**src/common/prot_pkg.sv**
```systemverilog
// constants for the program memory code protection block
package prot_pkg;
  localparam int ADDR_W = 22;
  localparam logic [21:0] BOOT_END = 22'h0001FF;
  localparam logic [21:0] BLK1_BASE = 22'h002000;
  localparam logic [21:0] BLK2_BASE = 22'h004000;
  localparam logic [21:0] BLK3_BASE = 22'h006000;
  localparam logic [21:0] IMPL_TOP_32K = 22'h007FFF;
  localparam logic [21:0] ID_BASE = 22'h200000;
  localparam logic [21:0] ID_LAST = 22'h200007;
  localparam logic [21:0] CFG_BASE = 22'h300000;
  localparam logic [21:0] CFG_LAST = 22'h30000F;
  localparam logic [21:0] DEVID_BASE = 22'h3FFFFE;
  localparam logic [21:0] REG_BLK_RDLOCK = 22'h300008;
  localparam logic [21:0] REG_BOOT_DATA_RDLOCK = 22'h300009;
  localparam logic [21:0] REG_BLK_WRLOCK = 22'h30000A;
  localparam logic [21:0] REG_BOOT_DATA_CFG_WRLOCK = 22'h30000B;
  localparam logic [21:0] REG_BLK_FRLOCK = 22'h30000C;
  localparam logic [21:0] REG_BOOT_FRLOCK = 22'h30000D;
  localparam int BIT_EEPROM_READ_LOCK = 7;
  localparam int BIT_BOOT_READ_LOCK = 6;
  localparam int BIT_EEPROM_WRITE_LOCK = 7;
  localparam int BIT_BOOT_WRITE_LOCK = 6;
  localparam int BIT_CONFIG_WRITE_LOCK = 5;
  localparam int BIT_BOOT_FOREIGN_READ_LOCK = 6;
  localparam logic [7:0] MASK_BLK = 8'h0F;
  localparam logic [7:0] MASK_BOOT_DATA = 8'hC0;
  localparam logic [7:0] MASK_WRLOCK_HI = 8'hE0;
  localparam logic [7:0] MASK_BOOT_FR = 8'h40;
  localparam logic [7:0] ERASED = 8'hFF;
  // block index: 0 boot, 1..4 user blocks 0..3, 5 unimplemented
  localparam logic [2:0] BLK_BOOT = 3'h0;
  localparam logic [2:0] BLK_NONE = 3'h5;
  // programmer commands
  typedef enum logic [2:0] {
    PCMD_READ,
    PCMD_WRITE,
    PCMD_CHIP_ERASE,
    PCMD_BLOCK_ERASE,
    PCMD_EE_READ,
    PCMD_EE_WRITE
  } pcmd_t;
endpackage

```
**src/core/code_protect.sv**
```systemverilog
// access checking for program memory, data eeprom, id and configuration bytes
// Function
// - addresses 0 to 0001FFh form the 512-byte boot block with own bits
// - user blocks 0..3 start at 000200h, 002000h, 004000h, 006000h
// - each of five blocks has read, write and foreign-read locks
// - read locks ignored for user code; block programmer read and write
// - table write to a block with write lock 0 is blocked
// - foreign-read lock 0 still allows table reads fetched inside block
// - foreign-read lock 0 gives zeros to table reads from outside block
// - protection bits only program from 1 to 0
// - only programmer chip or block erase sets protection bits back to 1
// - eeprom read lock refuses all programmer eeprom reads and writes
// - eeprom write lock refuses programmer eeprom writes
// - core eeprom access is never restricted
// - config write lock is read-only to user code, programmer may change
// - table ops reach user memory, device id reads, config reads and writes
// - eight id locations 200000h..200007h reachable by table ops and programmer
// - id locations readable whatever the code protection
// - block lock bits sit in bits 3..0 at 300008h, 30000Ah, 30000Ch
// - programmer drives serial clock and voltage; link decoded outside this block
`timescale 1ns/1ns
module code_protect #(
  parameter int MEM_KBYTES = 32
) (
  input wire logic mclk,
  input wire logic rstn,
  // processor core table unit
  input wire logic table_read_op,
  input wire logic table_write_op,
  input wire logic [prot_pkg::ADDR_W-1:0] table_pointer,
  input wire logic [prot_pkg::ADDR_W-1:0] pc,
  input wire logic [7:0] table_wdata,
  input wire logic [7:0] mem_rdata,
  output logic [7:0] table_latch,
  output logic table_done,
  output logic mem_write_en,
  output logic cfg_write_refused,
  // core eeprom access
  input wire logic core_ee_req,
  output logic core_ee_grant,
  // external programmer, commands decoded from the serial link
  input wire logic prog_req,
  input wire prot_pkg::pcmd_t prog_cmd,
  input wire logic [prot_pkg::ADDR_W-1:0] prog_addr,
  input wire logic [7:0] prog_wdata,
  output logic prog_allow,
  output logic prog_refused,
  output logic [7:0] prog_rdata,
  output logic prog_done
);
  import prot_pkg::*;

  localparam logic [21:0] IMPL_TOP = (MEM_KBYTES == 16) ? 22'h003FFF : IMPL_TOP_32K;

  initial
  begin
    if (MEM_KBYTES != 16 && MEM_KBYTES != 32)
      $error("MEM_KBYTES must be 16 or 32");
  end

  // protection bits; 1 means unprotected, erased state
  logic [3:0] blk_read_lock;
  logic [3:0] blk_write_lock;
  logic [3:0] blk_foreign_read_lock;
  logic boot_read_lock;
  logic boot_write_lock;
  logic boot_foreign_read_lock;
  logic eeprom_read_lock;
  logic eeprom_write_lock;
  logic config_write_lock;

  // block decode, shared by core and programmer paths
  function automatic logic [2:0] block_of(input logic [21:0] a, input logic [21:0] top);
    if (a > top)
      block_of = BLK_NONE;
    else if (a <= BOOT_END)
      block_of = BLK_BOOT;
    else if (a < BLK1_BASE)
      block_of = 3'h1;
    else if (a < BLK2_BASE)
      block_of = 3'h2;
    else if (a < BLK3_BASE)
      block_of = 3'h3;
    else
      block_of = 3'h4;
  endfunction

  // pick one lock bit for a block, boot bit at index 0
  function automatic logic lock_of(input logic [2:0] b, input logic boot, input logic [3:0] blk);
    logic [4:0] all;
    all = {blk, boot};
    lock_of = (b == BLK_NONE) ? 1'b1 : all[b];
  endfunction

  function automatic logic is_cfg(input logic [21:0] a);
    is_cfg = (a >= CFG_BASE) && (a <= CFG_LAST);
  endfunction

  // current protection register image
  function automatic logic [7:0] cfg_byte(input logic [21:0] a);
    case (a)
      REG_BLK_RDLOCK: cfg_byte = {4'h0, blk_read_lock};
      REG_BOOT_DATA_RDLOCK: cfg_byte = {eeprom_read_lock, boot_read_lock, 6'h00};
      REG_BLK_WRLOCK: cfg_byte = {4'h0, blk_write_lock};
      REG_BOOT_DATA_CFG_WRLOCK:
        cfg_byte = {eeprom_write_lock, boot_write_lock, config_write_lock, 5'h00};
      REG_BLK_FRLOCK: cfg_byte = {4'h0, blk_foreign_read_lock};
      REG_BOOT_FRLOCK: cfg_byte = {1'b0, boot_foreign_read_lock, 6'h00};
      default: cfg_byte = 8'h00;
    endcase
  endfunction

  // core side decisions, evaluated from the current bits
  logic [2:0] tp_blk;
  logic [2:0] pc_blk;
  logic tp_mem;
  logic tp_id;
  logic tp_cfg;
  logic tp_devid;
  logic rd_allowed;
  logic wr_allowed;
  logic cfg_wr_ok;
  always_comb
  begin
    tp_blk = block_of(table_pointer, IMPL_TOP);
    pc_blk = block_of(pc, IMPL_TOP);
    tp_mem = table_pointer <= IMPL_TOP;
    tp_id = (table_pointer >= ID_BASE) && (table_pointer <= ID_LAST);
    tp_cfg = is_cfg(table_pointer);
    tp_devid = table_pointer >= DEVID_BASE;
    // read locks play no part here
    rd_allowed = tp_mem && ((pc_blk == tp_blk)
      || lock_of(tp_blk, boot_foreign_read_lock, blk_foreign_read_lock));
    wr_allowed = tp_mem && lock_of(tp_blk, boot_write_lock, blk_write_lock);
    cfg_wr_ok = config_write_lock;
  end

  // table latch load; unimplemented and locked reads give zeros
  always_ff @(posedge mclk)
  begin
    if (!rstn)
      table_latch <= 8'h00;
    else if (table_read_op)
    begin
      if (rd_allowed || tp_id || tp_devid)
        table_latch <= mem_rdata;
      else if (tp_cfg)
        table_latch <= cfg_byte(table_pointer);
      else
        table_latch <= 8'h00;
    end
  end

  // one-cycle completion strobe for either table op
  always_ff @(posedge mclk)
  begin
    if (!rstn)
      table_done <= 1'b0;
    else
      table_done <= table_read_op || table_write_op;
  end

  // memory write enable; config bytes changed by user only while unlocked
  always_comb
  begin
    mem_write_en = table_write_op && (wr_allowed || tp_id);
    cfg_write_refused = table_write_op && tp_cfg && !cfg_wr_ok;
  end

  assign core_ee_grant = core_ee_req;

  // programmer side decisions
  logic [2:0] pa_blk;
  logic pa_cfg;
  logic pa_id;
  logic blk_erase_all;
  always_comb
  begin
    pa_blk = block_of(prog_addr, IMPL_TOP);
    pa_cfg = is_cfg(prog_addr);
    pa_id = (prog_addr >= ID_BASE) && (prog_addr <= ID_LAST);
    blk_erase_all = 1'b0;
    case (prog_cmd)
      PCMD_READ:
        prog_allow = pa_id || pa_cfg
          || (prog_addr <= IMPL_TOP && lock_of(pa_blk, boot_read_lock, blk_read_lock));
      PCMD_WRITE:
        prog_allow = pa_id || (pa_cfg && config_write_lock)
          || (prog_addr <= IMPL_TOP && lock_of(pa_blk, boot_read_lock, blk_read_lock)
              && lock_of(pa_blk, boot_write_lock, blk_write_lock));
      PCMD_CHIP_ERASE, PCMD_BLOCK_ERASE:
        prog_allow = 1'b1;
      PCMD_EE_READ:
        prog_allow = eeprom_read_lock;
      PCMD_EE_WRITE:
        prog_allow = eeprom_read_lock && eeprom_write_lock;
      default:
        prog_allow = 1'b0;
    endcase
    if (prog_cmd == PCMD_CHIP_ERASE)
      blk_erase_all = 1'b1;
  end

  logic prog_ok;
  assign prog_ok = prog_req && prog_allow;

  // programmer answer, one cycle after the request
  always_ff @(posedge mclk)
  begin
    if (!rstn)
    begin
      prog_done <= 1'b0;
      prog_refused <= 1'b0;
      prog_rdata <= 8'h00;
    end
    else
    begin
      prog_done <= prog_req;
      prog_refused <= prog_req && !prog_allow;
      if (prog_req)
      begin
        if (!prog_allow || prog_cmd != PCMD_READ)
          prog_rdata <= 8'h00;
        else if (pa_cfg)
          prog_rdata <= cfg_byte(prog_addr);
        else if (prog_addr > IMPL_TOP && !pa_id)
          prog_rdata <= 8'h00;
        else
          prog_rdata <= mem_rdata;
      end
    end
  end

  // protection bits: cleared by writes, set only by programmer erase
  logic core_cfg_wr;
  logic prog_cfg_wr;
  logic [7:0] wr_byte;
  logic [21:0] wr_addr;
  always_comb
  begin
    core_cfg_wr = table_write_op && tp_cfg && cfg_wr_ok;
    prog_cfg_wr = prog_ok && prog_cmd == PCMD_WRITE && pa_cfg;
    wr_byte = prog_cfg_wr ? prog_wdata : table_wdata;
    wr_addr = prog_cfg_wr ? prog_addr : table_pointer;
  end

  always_ff @(posedge mclk)
  begin
    if (!rstn)
    begin
      // erased image; the bits are non-volatile in silicon, reset models a blank part
      blk_read_lock <= 4'hF;
      blk_write_lock <= 4'hF;
      blk_foreign_read_lock <= 4'hF;
      boot_read_lock <= 1'b1;
      boot_write_lock <= 1'b1;
      boot_foreign_read_lock <= 1'b1;
      eeprom_read_lock <= 1'b1;
      eeprom_write_lock <= 1'b1;
      config_write_lock <= 1'b1;
    end
    else if (prog_ok && (blk_erase_all || prog_cmd == PCMD_BLOCK_ERASE))
    begin
      blk_read_lock <= 4'hF;
      blk_write_lock <= 4'hF;
      blk_foreign_read_lock <= 4'hF;
      boot_read_lock <= 1'b1;
      boot_write_lock <= 1'b1;
      boot_foreign_read_lock <= 1'b1;
      eeprom_read_lock <= 1'b1;
      eeprom_write_lock <= 1'b1;
      config_write_lock <= 1'b1;
    end
    else if (core_cfg_wr || prog_cfg_wr)
    begin
      // and with old value: a 1 never comes back by a write
      case (wr_addr)
        REG_BLK_RDLOCK: blk_read_lock <= blk_read_lock & wr_byte[3:0];
        REG_BOOT_DATA_RDLOCK:
        begin
          eeprom_read_lock <= eeprom_read_lock & wr_byte[BIT_EEPROM_READ_LOCK];
          boot_read_lock <= boot_read_lock & wr_byte[BIT_BOOT_READ_LOCK];
        end
        REG_BLK_WRLOCK: blk_write_lock <= blk_write_lock & wr_byte[3:0];
        REG_BOOT_DATA_CFG_WRLOCK:
        begin
          eeprom_write_lock <= eeprom_write_lock & wr_byte[BIT_EEPROM_WRITE_LOCK];
          boot_write_lock <= boot_write_lock & wr_byte[BIT_BOOT_WRITE_LOCK];
          if (prog_cfg_wr)
            config_write_lock <= config_write_lock & wr_byte[BIT_CONFIG_WRITE_LOCK];
        end
        REG_BLK_FRLOCK: blk_foreign_read_lock <= blk_foreign_read_lock & wr_byte[3:0];
        REG_BOOT_FRLOCK:
          boot_foreign_read_lock <= boot_foreign_read_lock & wr_byte[BIT_BOOT_FOREIGN_READ_LOCK];
        default: ;
      endcase
    end
  end
endmodule

```
**config.mk**
```make
export PLATFORM = sky130hd
export DESIGN_NAME = code_protect
export DESIGN_NICKNAME = d
export VERILOG_FILES = /design/src/common/prot_pkg.sv /design/src/core/code_protect.sv
export SDC_FILE = /design/constraint.sdc
export NUM_CORES = 1
export LEC_CHECK = 0
export BUFFER_PORTS_ARGS = -buffer_cell sky130_fd_sc_hd__clkbuf_2
export CORE_ASPECT_RATIO = 2
export CORE_MARGIN = 5
export CORE_UTILIZATION = 44
export DETAILED_ROUTE_END_ITERATION = 8
export PLACE_DENSITY = 0.75
export SLEW_MARGIN = 30
export SYNTH_ARGS = -nofsm -noshare
export SYNTH_HDL_FRONTEND = slang
export SYNTH_SLANG_ARGS = --single-unit
```
**constraint.sdc**
```tcl
create_clock -name mclk -period 4.9 [get_ports mclk]
set_input_delay 0.245 -clock mclk [delete_from_list [all_inputs] [get_ports mclk]]
set_output_delay 0.245 -clock mclk [all_outputs]
set_load 0.02 [all_outputs]
```
# == Word level (Yosys, flattened, before mapping) ==
# Index checks and enable logic that the tools add are counted.
# classes
reduce_logical,46
bitwise,10
eq_ne,26
n_lt_le_gt_ge,28
n_mux,38
# op_table
op,n
$eq 22x22->1 const B,18
$lt 22x15->1 const B,6
$ge 22x22->1 const B,5
$pmux 8 s6,2
$le 22x22->1 const B,4
$gt 22x15->1 const B,3
$le 22x9->1 const B,3
$lt 22x14->1 const B,3
$mux 8,6
$mux 3,15
$le 22x15->1 const B,2
$mux 22,1
$logic_and 1x1->1,20
$and 4x4->4,3
$bmux 1 s3,4
$eq 3x3->1 const B,4
$logic_or 1x1->1,12
$reduce_and 2->1,6
$mux 1,9
$lt 3x4->1 const B,2
$and 1x1->1,6
$eq 3x2->1 const B,2
$pmux 1 s5,1
$reduce_or 2->1,2
other kinds (7),9
# word_totals
inputBits,99
ff_bits,37
output_inout_bits,23
word_cells,162

# == Depth between registers and ports, before layout ==
# Gate-level depths: netlist (run 1).
# depth
ltp_word,19
ltp_mapped,9
depth_no_buf,6

# == Worst setup path before layout (run 1) ==
# No wires, ideal clock.
# synth_timing
path_type,in2out
startpoint,input prog_addr[19] in the netlist's numbering
endpoint,output prog_allow
required_time_ns,4.655
n_path_buf,0
setup_slack_ns,2.510
stages,6
t_arrival_ns,2.145
path_cell_list,or4_4 or4_4 a211oi_2 o21ai_0 a31oi_1 or2_1
# synth_between
elab_chain_cells,13
elab_cells_between_ends,32
classes_between,10 x order compare; 1 x eq/ne; 12 x mux; 9 x reduce/logical
# synth_rtl
element,line_no,source
start: declaration,code_protect.sv:44,"input wire logic [prot_pkg::ADDR_W-1:0] prog_addr,"
$lt 22x15->1,code_protect.sv:82,else if (a < BLK3_BASE)
$mux 3,code_protect.sv:82,
$mux 3,code_protect.sv:80,else if (a < BLK2_BASE)
$mux 3,code_protect.sv:78,else if (a < BLK1_BASE)
$mux 3,code_protect.sv:76,else if (a <= BOOT_END)
$mux 3,code_protect.sv:74,if (a > top)
$bmux 1 s3,code_protect.sv:92,lock_of = (b == BLK_NONE) ? 1'b1 : all[b];
$mux 1 (implied by the code),code_protect.sv:92,
$mux 1,code_protect.sv:92,
$logic_and 1x1->1,"code_protect.sv:186, code_protect.sv:189",
$logic_and 1x1->1,code_protect.sv:190,"&& lock_of(pa_blk, boot_write_lock, blk_write_lock));"
$logic_or 1x1->1,code_protect.sv:189,"|| (prog_addr <= IMPL_TOP && lock_of(pa_blk, boot_read_lock, blk_read_lock)"
$pmux 1 s5 *,code_protect.sv:183,case (prog_cmd)
end: declaration,code_protect.sv:46,"output logic prog_allow,"
# Every way passes the cells marked *; elsewhere a longest branch is shown, timed or not. The select of a mux whose other input is x is not followed.

# == Final worst setup path (run 1) ==
# Ends and elaborated chain as after synthesis.

==> results.cfg, run 1 <==
[yosys]
syn-num-nets = 459
synth_area_leader_cell = dfxtp_1
netlist_area_sq_um = 2870
synth_top_area_share_pct = 25.8
ys_types = 58
synth_top_family_by_area = simple AND/OR/NAND/NOR gates
muxShareOfSynthArea_pct = 6.54
synth-edff-count = 0
synth_compound_area_share_pct = 26.6
syn_inst = 360
yosysSeqAreaShare_pct = 25.8
synthTopCellsByArea = dfxtp_1 26%, nor3_1 4.9%, mux2_2 4.7%, a21oi_1 3.8%, nand2_1 3.7%
synthArstFlopShare_pct = 0
ys_warn_count = 0
synth_simple_gate_area_share_pct = 34.5
synth_adder_area_share_pct = 0
synth_top_flop_cell = dfxtp_1
ys_ff_latch = 37
synth_xor_xnor_area_share_pct = 0.611
syn_avg_cell_area_sq_um = 7.97

[floorplan]
dieArea_sq_um = 8330
die_w_microns = 67.1
start_util_pct = 45.1
io_pins = 122
core_sq_um = 6360
placementRows = 41
dieHeight_microns = 124

[placed_design]
gp_routability_congestion = 0.948
place_hpwl_microns = 7790
io_buffers = 107

[clocking]
cts_resized = 0
ctsHoldBuffers = 0
ctsRootBufferMaster = clkbuf_16
cts_setup_buffers = 0
cts.path.max_buffers = 2
h-tree-depth = 2
cts_tree = yes
cts.sinks = 37
cts_made_buffers = 5
clkLatencyLatePin_ps = 290
clk_pin_slew_ps = 60

[setup_path]
r2r_cells = 6
cp.required_ps = 4660
worstSetupEndpoint = prog_allow
ff2ff_setup_slack_ps = 2600
arrival_ps = 2530
end_kind = primary output
r2r_end = cfg_wr_ok
startpoint = prog_addr[19]
worst_setup_path_start_kind = input pin
r2r-start = cfg_wr_ok
crit_fanout = 4
critPathKind = input pin to primary output

[cells_and_area]
drive_above_1_share_pct = 32.7
fillers = 649
nets = 551
diodes = 0
syn2layout_area_growth_pct = 23.5

[detailed_routing]
wl_per_cell_microns = 18.0
m1WireLength_microns = 3390
drc = 0
drt-pass1-iter-count = 5
drtIter0Drc = 139
vias = 3305
highest_layer = met4
met2WireLength_microns = 5230
vias_per_cell = 6.13
wl_met3_microns = 616
drt_wl_total_microns = 9690
postRouteAntennaNets = 0

[timing]
hold_violations = 0
worst_pin_slew_ps = 681
max_freq_mhz = 361
finalClockSkew_ps = 3.98
finalSetupViolCount = 0
rsz0062_at_grt = false
setup_tns_ps = 0
post-route-period-util_pct = 56.6
relSlewSlack_pct = 54.6
slew_violations = 0
period_needed_ps = 2770

[global_routing]
grt_pass1_wl_microns = 14800
grt_overflow = 0
grt_max_degree = 38
antenna_found_initial = 0
first_global_vias = 3110
gr-usage-all-layers_pct = 23.6

[outcome]
status = finished, final reports clean

[pwr]
power.density_nw_per_um2 = 211
p_total_w = 0.000748
p_leak_nw = 1.41
peakVddDrop_mv = 0.183

[run]
cap_violations = 0

[worst_hold_path]
hold_path.class = input pin to flop
-- routing by layer --
layer  global-route usage [%]  up-vias
li1                         -     1575
met1                     23.6     1543
met2                     43.1      153
met3                     3.52       34
met4                     16.0        0
met5                        0        -
-- layout by cell type (no fill, tap or decap), types with 5 or more instances in the layout --
cell and instances:
clkbuf_2 107, dfxtp_1 37, nor3_1 28, nand2_1 27, a21oi_1 22, o21ai_0 18, inv_1 15, a31oi_1 14
mux2_2 12, nor4_1 11, nand3_1 10, or3_1 10, nor2_1 10, a21o_1 8, o22ai_1 8, o21a_1 7
nand4_1 6, nor4_2 5, and2_1 5, and3_1 5, a22oi_1 5, clkbuf_16 5
-- logic make-up (layout without fill, tap and decap cells) --
| family | count (synthesis) | in the layout |
|---|---|---|
| AOI/OAI and AO/OA | 110 | 110 |
| xor gates and xnor gates | 2 | 2 |
| buffers and inverters | 37 | 130 |
| DFF | 37 | 37 |
| muxes | 16 | 16 |
| and+or+nand+nor | 158 | 158 |
-- worst max-delay path: stages --
cell      delay, ps
clkbuf_2         80
or4_4           530
or4_4           490
nor4_4          430
o31ai_1         170
a31oi_1         290
or2_1           140
clkbuf_2        160
-- how the worst min path moves through the flow --
stage / startpoint / to / cells past startpoint
after floorplan: table_write_op / table_done / 1
after global placement: core_ee_req / core_ee_grant / 0
after detailed placement: core_ee_req / core_ee_grant / 0
after CTS: prog_wdata[5] / cfg_wr_ok / 3
after global routing: prog_wdata[5] / cfg_wr_ok / 3
final: prog_wdata[5] / cfg_wr_ok / 3
-- state kept, by name, summed over array words and instances, names as in the netlist, 4 cells and up --
| name | cells |
|---|---|
| prog_rdata | 8 |
| table_latch | 8 |
| blk_foreign_read_lock | 4 |
| blk_read_lock | 4 |
| blk_write_lock | 4 |
-- cells in the mapped netlist (6+ instances only) --
library cell	instances
dfxtp_1	37
nand2_1	28
nor3_1	28
a21oi_1	22
o21ai_0	18
inv_1	15
a31oi_1	14
clkbuf_1	14
mux2_2	12
nor4_1	11
nand3_1	10
nor2_1	10
or3_1	10
a21o_1	8
o22ai_1	8
o21a_1	7
nand4_1	6
-- per-stage QoR --
step	cell area, sq um	cells	hold WS [ps]	setup slack (ps)	util, %
CTS	3540	539	234	2070	55.7
floorplan	2870	360	355	2510	-
global placement	3400	531	490	2080	53.4
finish	3540	539	239	2130	55.7
detailed placement	3400	531	490	2050	53.4
global route	3540	539	250	2010	55.7
-- power breakdown --
| group | switching [W] | internal (W) |
|---|---|---|
| logic | 0.0000761 | 0.0000516 |
| clock network | 0.000127 | 0.000186 |
| registers | 0.00000178 | 0.000305 |
-- area by class of cell --
class                   instances  area, sq um  area share (%)
well taps                      86          108            3.04
clock buffers                   5          125            3.53
multi-input cells             286         1960            55.3
clock inverters                 3         17.5           0.494
repair buffers                107          536            15.1
flip-flops and latches         37          741            20.9
inverters                      15         56.3            1.59
No activity file was read; power rests on OpenSTA's default activity.
==> inputs of run 2 (changes only) <==
Clock period 4.9 ns to 2.9 ns, I/O delays scaled along.
==> run 2 against run 1 <==
- final cell count rose by 1.1%
- flip-flop and latch count did not move
- core utilization rose by 0.83 points
- sequential power rose by 69%
- largest cell class unchanged
- highest routed layer unchanged
==> results.cfg, run 2 (same netlist as run 1, synthesis figures left out) <==
[outcome]
status = finished, final reports clean

[cells_and_area]
syn2layout_area_growth_pct = 25.4
final_cell_mix = 107 x clkbuf_2, 37 x dfxtp_1, 28 x nand2_1, 28 x nor3_1, 22 x a21oi_1
diodes = 0
fillers = 657
drive_above_1_share_pct = 33.3
largestRegisters = prog_rdata: 8 flops, table_latch: 8 flops
nets = 557
final_common_cell = clkbuf_2

[timing]
fin_ws_ps = 328
setup_tns_ps = 0
finalClockSkew_ps = 7.00
post-route-period-util_pct = 88.7
period_needed_ps = 2570
hold_ws_ps = 151
relSlewSlack_pct = 50.4
hold_violations = 0
rsz0062_at_grt = false
max_freq_mhz = 389
worst_pin_slew_ps = 742
slew_violations = 0
finalSetupViolCount = 0

[pwr]
intPower_w = 0.000946
peakVddDrop_mv = 0.246
seqPwrFrac_pct = 40.0
p_sw_share_pct = 26.9
p_sw_w = 0.000349
combPwrFrac_pct = 17.0
clkPwrFrac_pct = 43.0
power.density_nw_per_um2 = 360
p_leak_nw = 1.44

[floorplan]
io_pins = 122
start_util_pct = 45.1
die_w_microns = 67.1
placementRows = 41
dieArea_sq_um = 8330
core_sq_um = 6360
dieHeight_microns = 124

[global_routing]
grt_pass1_wl_microns = 15000
antenna_found_initial = 0
grt_overflow = 0
first_global_vias = 3209
grt_max_degree = 26
gr-usage-all-layers_pct = 24.0

[setup_path]
slowest_stage = or4_4
arrival_ps = 2430
worst_setup_path_start_kind = input pin
end_kind = primary output
slowest_delay_ps = 530
cp.required_ps = 2760
critPathKind = input pin to primary output
crit_fanout = 4
cp_cell_sequence = clkbuf_2 > or4_4 > or4_4 > nor4_4 > o31ai_1 > a31oi_1 > or2_1 > clkbuf_2

[clocking]
ctsRootBufferMaster = clkbuf_16
cts_made_buffers = 5
cts.path.max_buffers = 2
cts_tree = yes
clkLatencyLatePin_ps = 290
ctsHoldBuffers = 0
cts_resized = 0
clk_pin_slew_ps = 60
cts.sinks = 37
cts_setup_buffers = 0
h-tree-depth = 2

[detailed_routing]
wl_per_cell_microns = 18.3
drc = 0
drtIter0Drc = 233
vias = 3338
vias_per_cell = 6.12
postRouteAntennaNets = 0
drt_wl_total_microns = 9980
drt-pass1-iter-count = 5

[placed_design]
gp_routability_congestion = 0.926
io_buffers = 107
place_hpwl_microns = 7940
post-place-ws_ps = 247

[worst_hold_path]
hold_path.class = input pin to flop

[run]
cap_violations = 0
-- run 2: cell count changes in the layout (fill, tap and decap cells not counted) --
| cell | change |
|---|---|
| clkbuf_8 | +1 |
| nand2_2 | -1 |
| clkinv_2 | -1 |
| nand2_1 | +1 |
| buf_4 | +6 |
| clkinv_4 | +1 |
| clkinvlp_4 | -1 |
-- run 2: layout make-up --
class	count	area (sq um)	share of cell area, %
Sequential cell	37	741	20.6
Inverter	15	56.3	1.57
Clock buffer	6	139	3.86
Tap cell	86	108	2.99
Multi-Input combinational cell	286	1960	54.5
Clock inverter	2	13.8	0.383
Timing Repair Buffer	113	581	16.1
-- run 2: final timing paths --
kind                     start                 to  slack [ps]  depth (start not counted)
min reg2reg      prog_rdata[1]      prog_rdata[1]         560                          2
min              prog_wdata[5]          cfg_wr_ok         150                          3
max reg2reg  eeprom_write_lock  eeprom_write_lock         950                          7
max              prog_addr[19]         prog_allow         330                          8
-- run 2: power by group through the flow --
stage / Combinational, W / Sequential [W] / Clock [W]
after CTS: 0.000218 / 0.000518 / 0.000566
after detailed placement: 0.000217 / 0.000529 / 0
final: 0.000220 / 0.000518 / 0.000557
after floorplan: 0.000107 / 0.000537 / 0
after global routing: 0.000238 / 0.000518 / 0.000579
after global placement: 0.000212 / 0.000529 / 0
-- run 2: critical path, delay by kind of cell --
family | cells | cell delay (ps)
simple gates | 4 | 1580
compound gates | 2 | 460
buf+inv | 2 | 240
-- run 2: routing by layer --
metal	wire, microns	share of wire [%]	global-route usage, %	vias up
li1	-	-	-	1588
met1	3460	35	23.8	1538
met2	5290	53	43.9	171
met3	652	6.5	3.16	41
met4	573	5.7	17.4	0
met5	0	0	0	-
-- run 2: stage by stage --
step	cell area, sq um	utilization, %	std cells	total power, W
after global placement	3440	54.2	537	0.000741
after floorplan	2870	-	360	0.000644
after detailed placement	3440	54.2	537	0.000746
final	3600	56.6	545	0.00129
after CTS	3600	56.6	545	0.00130
after global routing	3600	56.6	545	0.00134
==> inputs of run 3 (changes only) <==
Settings changed: ABC_CLOCK_PERIOD_IN_PS set to 2900, CAP_MARGIN set to 5, RECOVER_POWER set to 25.
==> run 3 against run 2 <==
- register-to-register slack hardly changed
- first-iteration DRC count grew 7.3%
- fmax is 0.26% higher
- via count barely moved
- worst setup slack gained 6.5 ps
- clock power about the same
- global-route usage is the same
- final cell count unchanged
- clock skew about the same
- final area decreased by 0.45%
- wire length is essentially flat
- flip-flop and latch count is the same
- largest cell class unchanged
==> results.cfg, run 3 (same netlist as run 1, synthesis figures left out) <==
[global_routing]
first_global_vias = 3209
antenna_found_initial = 0
grt.busiest_layer = met2
met1_usage_pct = 23.8
use_met3_pct = 3.16
gr-usage-all-layers_pct = 24.0
grt_max_degree = 26
grt_overflow = 0
grt_pass1_wl_microns = 15000
use_met2_pct = 43.9

[setup_path]
slowest_stage = or4_4
r2r-start = eeprom_write_lock
cp.required_ps = 2760
r2r_end = eeprom_write_lock
slowest_delay_ps = 530
cp_cell_sequence = clkbuf_2 > or4_4 > or4_4 > nor4_4 > o31ai_1 > a31oi_1 > or2_1 > clkbuf_2
end_kind = primary output
crit_fanout = 4
worst_setup_path_start_kind = input pin
arrival_ps = 2420
critPathKind = input pin to primary output
ff2ff_setup_slack_ps = 950
r2r_cells = 7

[detailed_routing]
vias = 3339
drtIter0Drc = 250
drt_wl_total_microns = 9970
wl_per_cell_microns = 18.3
vias_per_cell = 6.13
drt-pass1-iter-count = 5
drc = 0
postRouteAntennaNets = 0

[placed_design]
gp_routability_congestion = 0.926
post-place-ws_ps = 247
io_buffers = 107
place_area_sq_um = 3440
dp_cells = 537
place_hpwl_microns = 7940

[cells_and_area]
design_area_sq_um = 3580
final_core_util_pct = 56.3
nets = 557
seq_area_sq_um = 741
diodes = 0
final_cell_mix = 94 x clkbuf_2, 37 x dfxtp_1, 28 x nand2_1, 28 x nor3_1, 22 x a21oi_1
multi_input_area_sq_um = 1960
stdcell_count = 545
fillers = 663
largestRegisters = prog_rdata: 8 flops, table_latch: 8 flops
drive_above_1_share_pct = 30.5
final_common_cell = clkbuf_2
syn2layout_area_growth_pct = 24.8

[outcome]
status = finished, final reports clean

[timing]
rsz0062_at_grt = false
fin_ws_ps = 334
relSlewSlack_pct = 46.5
max_freq_mhz = 390
slew_violations = 0
post-route-period-util_pct = 88.5
setup_tns_ps = 0
worst_pin_slew_ps = 802
finalClockSkew_ps = 6.97
period_needed_ps = 2570
finalSetupViolCount = 0
hold_violations = 0

[floorplan]
start_util_pct = 45.1
die_w_microns = 67.1
dieHeight_microns = 124
placementRows = 41
core_sq_um = 6360
dieArea_sq_um = 8330
io_pins = 122

[pwr]
combPwrFrac_pct = 16.9
seqPwrFrac_pct = 40.1
p_sw_w = 0.000348
p_leak_nw = 1.40
p_sw_share_pct = 26.9
intPower_w = 0.000944
power.density_nw_per_um2 = 361
clkPwrFrac_pct = 43.0
peakVddDrop_mv = 0.245

[worst_hold_path]
hp-start = prog_wdata[5]
hold_path.class = input pin to flop
min_path_cells = 3
hold_end = cfg_wr_ok

[clocking]
cts.path.max_buffers = 2
ctsRootBufferMaster = clkbuf_16
cts.sinks = 37
cts_tree = yes
ctsHoldBuffers = 0
h-tree-depth = 2
cts_resized = 0
cts_made_buffers = 5
cts_setup_buffers = 0
clkLatencyLatePin_ps = 280
clk_pin_slew_ps = 60

[run]
cap_violations = 0
run 3: cell types whose count changed in the layout (fill, tap and decap cells not counted):
cell      previous run  this run
and2_0               0         1
and2_1               5         4
clkbuf_1             0        13
clkbuf_2           107        94
run 3: layer usage:
metal | up-vias | wire length, microns
met5 | - | 0
met4 | 0 | 593
met3 | 43 | 658
met2 | 173 | 5270
met1 | 1536 | 3450
li1 | 1587 | -
run 3: stage by stage:
stage / power, W / hold slack [ps]
finish: 0.00129 / 156
global route: 0.00133 / 157
CTS: 0.00130 / 152
detailed placement: 0.000746 / 290
global placement: 0.000741 / 290
floorplan: 0.000644 / 255
run 3: how the worst max path moves through the flow:
stage	from	end	slack (ps)	cells after the start
after floorplan	prog_addr[19]	prog_allow	710	6
after global placement	prog_addr[19]	prog_allow	290	8
after detailed placement	prog_addr[19]	prog_allow	250	8
after CTS	prog_addr[19]	prog_allow	260	8
after global routing	prog_addr[19]	prog_allow	230	8
final	prog_addr[19]	prog_allow	330	8
run 3: area by class of cell:
| cell class | count | share of cell area (%) |
|---|---|---|
| clock buffer | 6 | 3.88 |
| timing repair buffer | 113 | 15.8 |
| clock inverter | 2 | 0.384 |
| tap | 86 | 3.00 |
| multi-input combinational | 286 | 54.7 |
| inverter | 15 | 1.57 |
| sequential | 37 | 20.7 |
run 3: power by group through the flow:
| stage | clock, W | sequential (W) | combinational, W |
|---|---|---|---|
| floorplan | 0 | 0.000537 | 0.000107 |
| global placement | 0 | 0.000529 | 0.000212 |
| detailed placement | 0 | 0.000529 | 0.000217 |
| CTS | 0.000566 | 0.000518 | 0.000218 |
| global route | 0.000579 | 0.000518 | 0.000236 |
| finish | 0.000556 | 0.000518 | 0.000218 |
run 3: worst max-delay path, delay by kind of cell:
family | cells | cell delay (ps)
compound gates | 2 | 450
buf+inv | 2 | 240
simple gates | 4 | 1580
